`src/logic/ccdiv_pkg.sv`:
```
// Package for the channel clock divider: register map, fields, resets, types
package ccdiv_pkg;

  // ************************************************************
  // Register indices (byte address is four times the index)
  // ************************************************************
  localparam logic [8:0] DIV0_COUNTS_IDX = 9'h190;
  localparam logic [8:0] DIV0_CTRL_IDX   = 9'h191;
  localparam logic [8:0] DIV0_ROUTE_IDX  = 9'h192;
  localparam logic [8:0] DIV1_COUNTS_IDX = 9'h193;
  localparam logic [8:0] DIV1_CTRL_IDX   = 9'h194;
  localparam logic [8:0] STATUS_IDX      = 9'h19F;

  // ************************************************************
  // Field positions
  // ************************************************************
  localparam int LOW_MSB    = 7;
  localparam int LOW_LSB    = 4;
  localparam int HIGH_MSB   = 3;
  localparam int HIGH_LSB   = 0;
  localparam int BYPASS_BIT = 7;
  localparam int NOSYNC_BIT = 6;
  localparam int FORCE_BIT  = 5;
  localparam int START_BIT  = 4;
  localparam int PHASE_MSB  = 3;
  localparam int PHASE_LSB  = 0;
  localparam int DIRECT_BIT = 1;
  localparam int DUTY_CORRECTION_DISABLE_BIT = 0;

  // ************************************************************
  // Reset values and codes
  // ************************************************************
  localparam logic [7:0] COUNTS_RST    = 8'h00;
  localparam logic [7:0] DIV0_CTRL_RST = 8'h80;
  localparam logic [7:0] DIV1_CTRL_RST = 8'h00;
  localparam logic [7:0] ROUTE_RST     = 8'h00;
  localparam logic [1:0] SRC_OSC       = 2'h2;
  localparam logic [1:0] SRC_EXT       = 2'h0;
  localparam logic [1:0] HTRANS_NONSEQ = 2'h2;
  localparam logic [4:0] CNT_ZERO      = 5'h00;
  localparam logic [5:0] RATIO_BIAS    = 6'h02;

  // One divider's running state
  typedef struct packed {
    logic [4:0] cnt;
    logic [3:0] ph;
    logic       lvl;
  } ccdiv_div_t;

  // One divider's settings, taken from its registers
  typedef struct packed {
    logic [3:0] high;
    logic [3:0] low;
    logic       bypass;
    logic       nosync;
    logic       force_hi;
    logic       start_hi;
    logic [3:0] phase;
  } ccdiv_cfg_t;

endpackage : ccdiv_pkg

```
`src/logic/ccdiv_top.sv`:
```
// Channel clock divider pair with AHB-Lite register slave
`timescale 1ns/1ns

module ccdiv_top
  import ccdiv_pkg::*;
(
  input  wire  logic        hclk,
  input  wire  logic        hresetn,
  input  wire  logic        hsel,
  input  wire  logic [31:0] haddr,
  input  wire  logic [1:0]  htrans,
  input  wire  logic        hwrite,
  input  wire  logic [2:0]  hsize,
  input  wire  logic [31:0] hwdata,
  input  wire  logic        hready,
  output var   logic [31:0] hrdata,
  output var   logic        hreadyout,
  output var   logic        hresp,
  input  wire  logic        chip_sync_n,
  input  wire  logic [1:0]  src_select,
  input  wire  logic        internal_oscillator,
  input  wire  logic        ext_clock_level,
  output var   logic        first_pair_output_a,
  output var   logic        first_pair_output_b,
  output var   logic        second_pair_output_a,
  output var   logic        second_pair_output_b
);

  // ************************************************************
  // Helper functions
  // ************************************************************

  // Balanced high time when duty correction is on
  function automatic logic [3:0] dcc_high(input logic [3:0] h, input logic [3:0] l);
    logic [5:0] n;
    logic [5:0] half;
    n    = 6'({2'h0, h} + {2'h0, l} + RATIO_BIAS);
    half = 6'((n + 6'h01) >> 1);
    return 4'(half - 6'h01);
  endfunction : dcc_high

  // Balanced low time when duty correction is on
  function automatic logic [3:0] dcc_low(input logic [3:0] h, input logic [3:0] l);
    logic [5:0] n;
    logic [5:0] half;
    n    = 6'({2'h0, h} + {2'h0, l} + RATIO_BIAS);
    half = 6'(n >> 1);
    return 4'(half - 6'h01);
  endfunction : dcc_low

  // One step of a divider
  function automatic ccdiv_div_t div_step(input ccdiv_div_t s, input ccdiv_cfg_t c,
                                          input logic sync_on);
    ccdiv_div_t n;
    n = s;
    if (c.bypass)
    begin
      // Counters parked, output toggles on every rising hclk edge
      n.cnt = CNT_ZERO;
      n.ph  = 4'h0;
      n.lvl = ~s.lvl;
    end
    else if (sync_on && c.nosync)
    begin
      n.cnt = CNT_ZERO;
      n.ph  = c.phase;
      n.lvl = c.force_hi;
    end
    else if (sync_on)
    begin
      // Held at the start level with phase reloaded until sync lifts
      n.cnt = CNT_ZERO;
      n.ph  = c.phase;
      n.lvl = c.start_hi;
    end
    else if (s.ph != 4'h0)
    begin
      n.ph = s.ph - 4'h1;
    end
    else if (s.lvl)
    begin
      if (s.cnt >= {1'b0, c.high})
      begin
        n.cnt = CNT_ZERO;
        n.lvl = 1'b0;
      end
      else
      begin
        n.cnt = s.cnt + 5'h01;
      end
    end
    else
    begin
      if (s.cnt >= {1'b0, c.low})
      begin
        n.cnt = CNT_ZERO;
        n.lvl = 1'b1;
      end
      else
      begin
        n.cnt = s.cnt + 5'h01;
      end
    end
    return n;
  endfunction : div_step

  // ************************************************************
  // Register file and bus slave
  // ************************************************************
  logic [7:0]  div0_high_low_counts;
  logic [7:0]  div0_control;
  logic [7:0]  div0_route_and_duty;
  logic [7:0]  div1_high_low_counts;
  logic [7:0]  div1_control;
  logic        wr_pend;
  logic [8:0]  wr_idx;
  logic [7:0]  next_div0_counts;
  logic [7:0]  next_div0_control;
  logic [7:0]  next_div0_route;
  logic [7:0]  next_div1_counts;
  logic [7:0]  next_div1_control;
  logic        next_wr_pend;
  logic [8:0]  next_wr_idx;
  logic [31:0] next_hrdata;
  logic        addr_ok;
  logic [8:0]  addr_idx;

  ccdiv_div_t  div0;
  ccdiv_div_t  div1;
  ccdiv_div_t  next_div0;
  ccdiv_div_t  next_div1;
  ccdiv_cfg_t  cfg0;
  ccdiv_cfg_t  cfg1;
  logic        next_first_pair;
  logic        next_second_pair;

  assign addr_ok  = hsel && hready && (htrans == HTRANS_NONSEQ);
  assign addr_idx = haddr[10:2];

  // Address phase captured, write data applied in the data phase
  always_comb
  begin
    next_div0_counts  = div0_high_low_counts;
    next_div0_control = div0_control;
    next_div0_route   = div0_route_and_duty;
    next_div1_counts  = div1_high_low_counts;
    next_div1_control = div1_control;
    next_wr_pend      = addr_ok && hwrite;
    next_wr_idx       = addr_ok ? addr_idx : wr_idx;
    next_hrdata       = hrdata;
    if (wr_pend)
    begin
      unique case (wr_idx)
        DIV0_COUNTS_IDX: next_div0_counts  = hwdata[7:0];
        DIV0_CTRL_IDX:   next_div0_control = hwdata[7:0];
        DIV0_ROUTE_IDX:  next_div0_route   = hwdata[7:0];
        DIV1_COUNTS_IDX: next_div1_counts  = hwdata[7:0];
        DIV1_CTRL_IDX:   next_div1_control = hwdata[7:0];
        default:         next_div0_counts  = div0_high_low_counts;
      endcase
    end
    // Read data is registered one edge early so it stands in the data phase
    if (addr_ok && !hwrite)
    begin
      unique case (addr_idx)
        DIV0_COUNTS_IDX: next_hrdata = {24'h000000, div0_high_low_counts};
        DIV0_CTRL_IDX:   next_hrdata = {24'h000000, div0_control};
        DIV0_ROUTE_IDX:  next_hrdata = {24'h000000, div0_route_and_duty};
        DIV1_COUNTS_IDX: next_hrdata = {24'h000000, div1_high_low_counts};
        DIV1_CTRL_IDX:   next_hrdata = {24'h000000, div1_control};
        STATUS_IDX:      next_hrdata = {28'h0000000, second_pair_output_a,
                                        first_pair_output_a, div1.lvl, div0.lvl};
        default:         next_hrdata = 32'h00000000;
      endcase
    end
  end

  // Register bank; bus ready from the first edge after reset and always answers OKAY
  always_ff @(posedge hclk or negedge hresetn)
  begin
    if (!hresetn)
    begin
      div0_high_low_counts <= COUNTS_RST;
      div0_control         <= DIV0_CTRL_RST;
      div0_route_and_duty  <= ROUTE_RST;
      div1_high_low_counts <= COUNTS_RST;
      div1_control         <= DIV1_CTRL_RST;
      wr_pend              <= 1'b0;
      wr_idx               <= 9'h000;
      hrdata               <= 32'h00000000;
      hreadyout            <= 1'b0;
      hresp                <= 1'b0;
    end
    else
    begin
      div0_high_low_counts <= next_div0_counts;
      div0_control         <= next_div0_control;
      div0_route_and_duty  <= next_div0_route;
      div1_high_low_counts <= next_div1_counts;
      div1_control         <= next_div1_control;
      wr_pend              <= next_wr_pend;
      wr_idx               <= next_wr_idx;
      hrdata               <= next_hrdata;
      hreadyout            <= 1'b1;
      hresp                <= 1'b0;
    end
  end

  // ************************************************************
  // Divider settings
  // ************************************************************

  // Duty correction only exists on divider 0; its route register holds the bit
  always_comb
  begin
    cfg0.high     = div0_high_low_counts[HIGH_MSB:HIGH_LSB];
    cfg0.low      = div0_high_low_counts[LOW_MSB:LOW_LSB];
    if (!div0_route_and_duty[DUTY_CORRECTION_DISABLE_BIT])
    begin
      cfg0.high   = dcc_high(div0_high_low_counts[HIGH_MSB:HIGH_LSB],
                             div0_high_low_counts[LOW_MSB:LOW_LSB]);
      cfg0.low    = dcc_low(div0_high_low_counts[HIGH_MSB:HIGH_LSB],
                            div0_high_low_counts[LOW_MSB:LOW_LSB]);
    end
    cfg0.bypass   = div0_control[BYPASS_BIT];
    cfg0.nosync   = div0_control[NOSYNC_BIT];
    cfg0.force_hi = div0_control[FORCE_BIT];
    cfg0.start_hi = div0_control[START_BIT];
    cfg0.phase    = div0_control[PHASE_MSB:PHASE_LSB];
    cfg1.high     = div1_high_low_counts[HIGH_MSB:HIGH_LSB];
    cfg1.low      = div1_high_low_counts[LOW_MSB:LOW_LSB];
    cfg1.bypass   = div1_control[BYPASS_BIT];
    cfg1.nosync   = div1_control[NOSYNC_BIT];
    cfg1.force_hi = div1_control[FORCE_BIT];
    cfg1.start_hi = div1_control[START_BIT];
    cfg1.phase    = div1_control[PHASE_MSB:PHASE_LSB];
  end

  // ************************************************************
  // Dividers and output routing
  // ************************************************************

  // Next divider states and routed pair levels
  always_comb
  begin
    next_div0        = div_step(div0, cfg0, !chip_sync_n);
    next_div1        = div_step(div1, cfg1, !chip_sync_n);
    next_first_pair  = div0.lvl;
    if (div0_route_and_duty[DIRECT_BIT])
    begin
      // Code 01b leaves the divider in the path
      if (src_select == SRC_OSC)
      begin
        next_first_pair = internal_oscillator;
      end
      else if (src_select == SRC_EXT)
      begin
        next_first_pair = ext_clock_level;
      end
    end
    next_second_pair = div1.lvl;
  end

  // Divider state and pin registers; outputs lag the divider by one edge
  always_ff @(posedge hclk or negedge hresetn)
  begin
    if (!hresetn)
    begin
      div0                 <= '0;
      div1                 <= '0;
      first_pair_output_a  <= 1'b0;
      first_pair_output_b  <= 1'b0;
      second_pair_output_a <= 1'b0;
      second_pair_output_b <= 1'b0;
    end
    else
    begin
      div0                 <= next_div0;
      div1                 <= next_div1;
      first_pair_output_a  <= next_first_pair;
      first_pair_output_b  <= next_first_pair;
      second_pair_output_a <= next_second_pair;
      second_pair_output_b <= next_second_pair;
    end
  end

endmodule : ccdiv_top

```
`config.mk`:
```
export PLATFORM = sky130hd
export DESIGN_NAME = ccdiv_top
export DESIGN_NICKNAME = d
export VERILOG_FILES = /design/src/logic/ccdiv_pkg.sv /design/src/logic/ccdiv_top.sv
export SDC_FILE = /design/constraint.sdc
export NUM_CORES = 1
export LEC_CHECK = 0
export BUFFER_PORTS_ARGS = -buffer_cell sky130_fd_sc_hd__buf_2
export CORE_AREA = 2 2 95 97
export DETAILED_ROUTE_END_ITERATION = 8
export DIE_AREA = 0 0 97 99
export GPL_ROUTABILITY_DRIVEN = 1
export PLACE_DENSITY = 0.9
export SETUP_SLACK_MARGIN = 0.5
export SLEW_MARGIN = 5
export SYNTH_ARGS = -nofsm -noshare
export SYNTH_HDL_FRONTEND = slang
export SYNTH_SLANG_ARGS = --single-unit
```
`constraint.sdc`:
```
create_clock -name hclk -period 10.05 [get_ports hclk]
set_input_delay 0 -clock hclk [delete_from_list [all_inputs] [get_ports hclk]]
set_output_delay 0 -clock hclk [all_outputs]
set_load 0.03 [all_outputs]
```
* Yosys cells after proc, flatten, opt, wreduce, memory -nomap -nowiden
Index checks and enable logic that the tools add are counted.
** Word-level totals
- Register bits :: 105
- Output and inout bits :: 38
** Cells by class
- Add/subtract/negate cells :: 9
- Magnitude comparators :: 4
- Equality and inequality tests :: 17
- Mux-type cells :: 29
- Bitwise logic cells :: 2
- Reduce and logical (&&, ||, !) cells :: 16
** Operators by type and width (number)
- $eq 9x9->1 const B :: 11
- $mux 10 :: 6
- $pmux 8 s6 :: 1
- $mux 5 :: 8
- $ge 5x4->1 :: 4
- $sub 4x1->4 const B :: 4
- $add 5x1->5 const B :: 3
- $mux 1 :: 11
- $reduce_and 2->1 :: 5
- $mux 4 :: 2
- $mux 8 :: 1
- $ne 4x1->1 const B :: 2
- $ne 4x4->1 const B :: 2
- $reduce_bool 4->1 :: 2
- $logic_and 1x1->1 :: 6
- $add 4x4->5 :: 1
- $add 5x2->5 const B :: 1
- $eq 2x2->1 const B :: 2
- $logic_not 1->1 :: 2
- $logic_not 2->1 :: 1
- $not 1->1 :: 2

* Longest topological paths before layout
- Depth after elaboration :: 12
- Depth in mapped cells :: 18
- Depth with buffers taken out :: 18

* Worst setup path after synthesis
OpenSTA, ideal clock, no wires.
- Path type :: register to register
- Start point :: register div0_high_low_counts[1]
- End point :: register div0[0] (netlist bit)
- Library setup time :: 0.128 ns
- Data arrival time :: 3.436 ns
- Required time :: 9.922 ns
- Slack :: 6.486 ns
- Cell stages (with the launch flop) :: 19
- Path through :: dfrtp_1 -> inv_1 -> ha_1 -> inv_1 -> ha_1 -> inv_1 -> fa_1 -> inv_1 -> ha_1 -> a21bo_2 -> o32a_1 -> o21a_1 -> xnor2_1 -> mux2i_1 -> ha_1 -> o21ai_0 -> o211a_1 -> nor4b_1 -> nor2_1
** On the way
- Longest elaborated chain between the ends :: 12
- Elaborated cells between the ends (all ways) :: 15
** Ends and longest elaborated chain
- start: declaration :: RTL line ccdiv_top.sv:110 : logic [7:0] div0_high_low_counts;
- start signal: assignment :: RTL line ccdiv_top.sv:196 : div0_high_low_counts <= next_div0_counts;
- $add 4x4->5 :: RTL line ccdiv_top.sv:37, ccdiv_top.sv:46
- $add 5x2->5 :: RTL line ccdiv_top.sv:37, ccdiv_top.sv:46
- $add 5x1->5 :: RTL line ccdiv_top.sv:38 : half = 6'((n + 6'h01) >> 1);
- $sub 4x1->4 :: RTL line ccdiv_top.sv:39 : return 4'(half - 6'h01);
- $mux 8 (*) :: RTL line ccdiv_top.sv:218 : if (!div0_route_and_duty[DUTY_CORRECTION_DISABLE_BIT])
- $ge 5x4->1 :: RTL line ccdiv_top.sv:82 : if (s.cnt >= {1'b0, c.high})
- $mux 1 :: RTL line ccdiv_top.sv:82
- $mux 1 (*) :: RTL line ccdiv_top.sv:80 : else if (s.lvl)
- $mux 1 (*) :: RTL line ccdiv_top.sv:76 : else if (s.ph != 4'h0)
- $mux 10 (*) :: RTL line ccdiv_top.sv:69 : else if (sync_on)
- $mux 10 (*) :: RTL line ccdiv_top.sv:63 : else if (sync_on && c.nosync)
- $mux 10 (*) :: RTL line ccdiv_top.sv:56 : if (c.bypass)
- end signal: assignment :: RTL line ccdiv_top.sv:278 : div0 <= next_div0;
- end: declaration :: RTL line ccdiv_top.sv:128 : ccdiv_div_t div0;
Mark *: on every way between the ends. The rest lies on a longest branch, timed or not. The select of a mux whose other input is x is not followed.
A chain may end at the register's enable or synchronous reset.

* Worst setup path after layout
Same ends and word-level chain as after synthesis.

==> metrics <==
highest net fanout along the worst path 7; DR WL/cell 18.34 µm; critical path capture point type flip-flop; Die X-Extent 97 µm; maximum VDD drop 86.33 µV; detail-routed via count per cell 6.041; register area share after synthesis 0.4078; WHS Path Cells 2; hpwl dp 8191 µm; Seq pwr share 0.447; number of enable-type register cells in the synthesized netlist 0; total I/O pin count 117; GRT Total Usage 0.2469; skew final 0.01290 ns; end of the worst register-to-register path div0[0]; Clock Tree Root clkbuf_8; cell types occupying the most area after synthesis dfrtp_1 (40%), mux2_2 (11%), ha_1 (8.3%); RSZ-0062 raised after global routing false; Slew headroom 0.3283; Total Negative Setup Slacks 0 ns; status completed; flop-to-flop setup slack 6.05 ns; total gr overflow 0; proportion of power drawn by the clock network 0.296; number of gates given a new drive strength after cts 0; row count 34; Max Cap Violations 0; final max-slew violation count 0; CTS Buffer Depth 2; FF+latch count, synth 81; P_sw 285.5 µW; fin nets 637; clk sinks 81; post-layout min period 3.996 ns; Layout area overhead 11.17%; switching power as a share of total power 0.3267; GP Congestion 0.9397; WHS Endpoint div1_high_low_counts[0]; number of cells produced by synthesis 471; Worst-path clk slew 0.09 ns; initial core utilization 0.5817; pin count of the biggest net entering global routing 82; clock tree from TritonCTS built; Worst Slack Setup Final 6.054 ns; wire length of the first global-routing pass 18860 µm; drc violations 0; commonest cells in the synthesized netlist dfrtp_1 (80), mux2_2 (50), ha_1 (33), nor2_1 (29); routed vias 3848; hold violation total from the final report 0; worst min-delay path class in2reg; FF-to-FF Start div0_high_low_counts[1]; Warnings, synthesis 0; Post-Synthesis Mean Instance Area 10.56 µm²; reported leakage power 2.555 nW; actual transition at the worst max-transition pin 1.008 ns; power per unit of standard cell area 158.0 mW/mm²; share of post-route cells with drive strength above 1 0.2344; die boundary height 99 µm; type of element launching the critical path flip-flop; post-synthesis cell type with the largest combined area dfrtp_1; cell area after synthesis 0.004974 mm²; number of filler cells placed in the layout 644; cts bufs inserted 9; Worst Setup SP div0_high_low_counts[1]; number of antenna repair diodes 0; Total Wirelength 11680 µm; number of endpoints failing setup at the final stage 0; Data arrival, critical path 4.23 ns; startpoint of the worst hold path hwdata[0]; DR iter-0 viols 248; die area 0.009603 mm²; WS Path Type reg2reg; part of the power in combinational logic 0.257; ys flop type dfrtp_1; most repeated cell in the gate-level netlist after synthesis dfrtp_1; P_int 588.4 µW; number of routed nets with antenna violations 0; timing-limited maximum frequency 0.2502 GHz; portion of the clock cycle consumed by the worst path in the final layout 0.3976; worst-case reg-to-reg path depth 18; fraction of registers with async set or reset after synthesis 1.000; via count of the first global-routing pass 3865; First-pass DRT Iterations 5; portion of synthesized cell area occupied by the leading cell type 0.4025; clock latency on the worst-skew pair 0.36 ns; H-tree levels 3; number of input and output port buffers inserted 41; distinct cell type count after synthesis 70; Critical Path RT 10.29 ns; core region area 0.008551 mm²; Worst Setup Slack post-DPL 6.081 ns; initial antenna violation count 0
-- metrics by stage --
stage	cell area, µm²	hold slack (ns)	cells	power [mW]	util
after CTS	5529	0.008594	637	0.8724	0.6466
after floorplan	5064	-0.2956	495	0.5573	-
final	5529	0.02320	637	0.8738	0.6466
after global routing	5529	0.04179	637	0.9139	0.6466
after detailed placement	5137	0.2361	603	0.6102	0.6008
after global placement	5137	0.2209	603	0.5946	0.6008
-- what timing repair did --
item                                    4_1_cts  5_1_grt
buffers inserted                              0        0
hold endpoints to repair                    121        0
hold buffers                                 18        0
endpoints found under the setup margin        0        0
-- cell type report --
| cell class | count | area, µm² | area share |
|---|---|---|---|
| multi-input combinational | 345 | 2661 | 0.4813 |
| sequential | 81 | 2028 | 0.3668 |
| timing repair buffer | 59 | 387.9 | 0.07015 |
| tap | 108 | 135.1 | 0.02444 |
| clock buffer | 11 | 131.4 | 0.02376 |
| inverter | 28 | 105.1 | 0.01901 |
| clock inverter | 5 | 80.08 | 0.01448 |
-- how the worst max path moves through the flow --
stage                          to  slack (ns)  cells past startpoint
after floorplan           div0[0]        6.49                     18
after global placement    div0[0]        6.23                     18
after detailed placement  div0[0]        6.08                     18
after CTS                 div0[0]        6.05                     18
after global routing      div0[0]        5.86                     18
final                     div0[0]        6.05                     18
-- registers in the layout, indices dropped and copies added (netlist names) --
register,count
div0_control,8
div0_route_and_duty,8
next_second_pair,1
hrdata,8
div0,10
div1,9
wr_pend,1
first_pair_output_b,1
wr_idx,9
div1_high_low_counts,8
second_pair_output_b,1
div1_control,8
div0_high_low_counts,8
hreadyout,1
-- worst max-delay path, cell delays in order, from the launching register on --
cell and delay, ns:
dfrtp_1 0.37, inv_1 0.08, ha_1 0.29, inv_1 0.06
ha_1 0.16, inv_1 0.06, fa_1 0.61, inv_1 0.09
ha_1 0.22, a21bo_2 0.19, o32a_1 0.29, o21a_1 0.13
xnor2_1 0.13, mux2i_1 0.10, ha_1 0.30, o21ai_0 0.07
o211a_1 0.30, nor4b_1 0.35, nor2_1 0.09
-- power groups by stage --
| stage | logic, mW | registers [mW] | clock network, mW |
|---|---|---|---|
| floorplan | 0.154 | 0.403 | 0 |
| global placement | 0.203 | 0.391 | 0 |
| detailed placement | 0.216 | 0.395 | 0 |
| CTS | 0.224 | 0.388 | 0.260 |
| global route | 0.247 | 0.394 | 0.274 |
| finish | 0.225 | 0.391 | 0.258 |
-- layout by cell type (no fill, tap or decap), types with 3 or more instances in the layout --
cell type       n
dfrtp_1        80
nor3b_1         3
inv_1          27
buf_2          40
nor2_1         29
o21ai_0        16
conb_1         26
a21oi_1        22
mux2_2         50
nand2b_1        8
a32o_1          3
nor2b_1         6
nor3_1          6
xor2_1          6
clkbuf_8        9
a31oi_1         5
ha_1           33
mux2i_1        11
o211ai_1        6
and3_1          4
a211oi_1        6
o21a_1          3
nand3_1        11
nand2_1        22
a22o_1         10
dlygate4sd3_1  18
xnor2_1         6
nand4b_1        3
a32oi_1         5
-- kinds of logic (layout without fill, tap and decap cells) --
family,Yosys count,in the layout,synth area share
adders and majority gates,34,34,0.08704
muxes,61,61,0.1353
buffers and inverters,69,103,0.07522
xor gates and xnor gates,12,12,0.02113
other,2,26,0.001510
DFF,81,81,0.4078
AOI/OAI and AO/OA,99,99,0.1436
and+or+nand+nor,113,113,0.1283
-- routing by layer --
metal / vias to the layer above / share of wire / GRT usage
met2: 169 / 0.52 / 0.4402
met4: 0 / 0.019 / 0.09534
met3: 22 / 0.046 / 0.03404
met1: 1888 / 0.41 / 0.3053
met5: - / 0 / 0
li1: 1769 / - / -
Power figures use the tool's default switching activity.
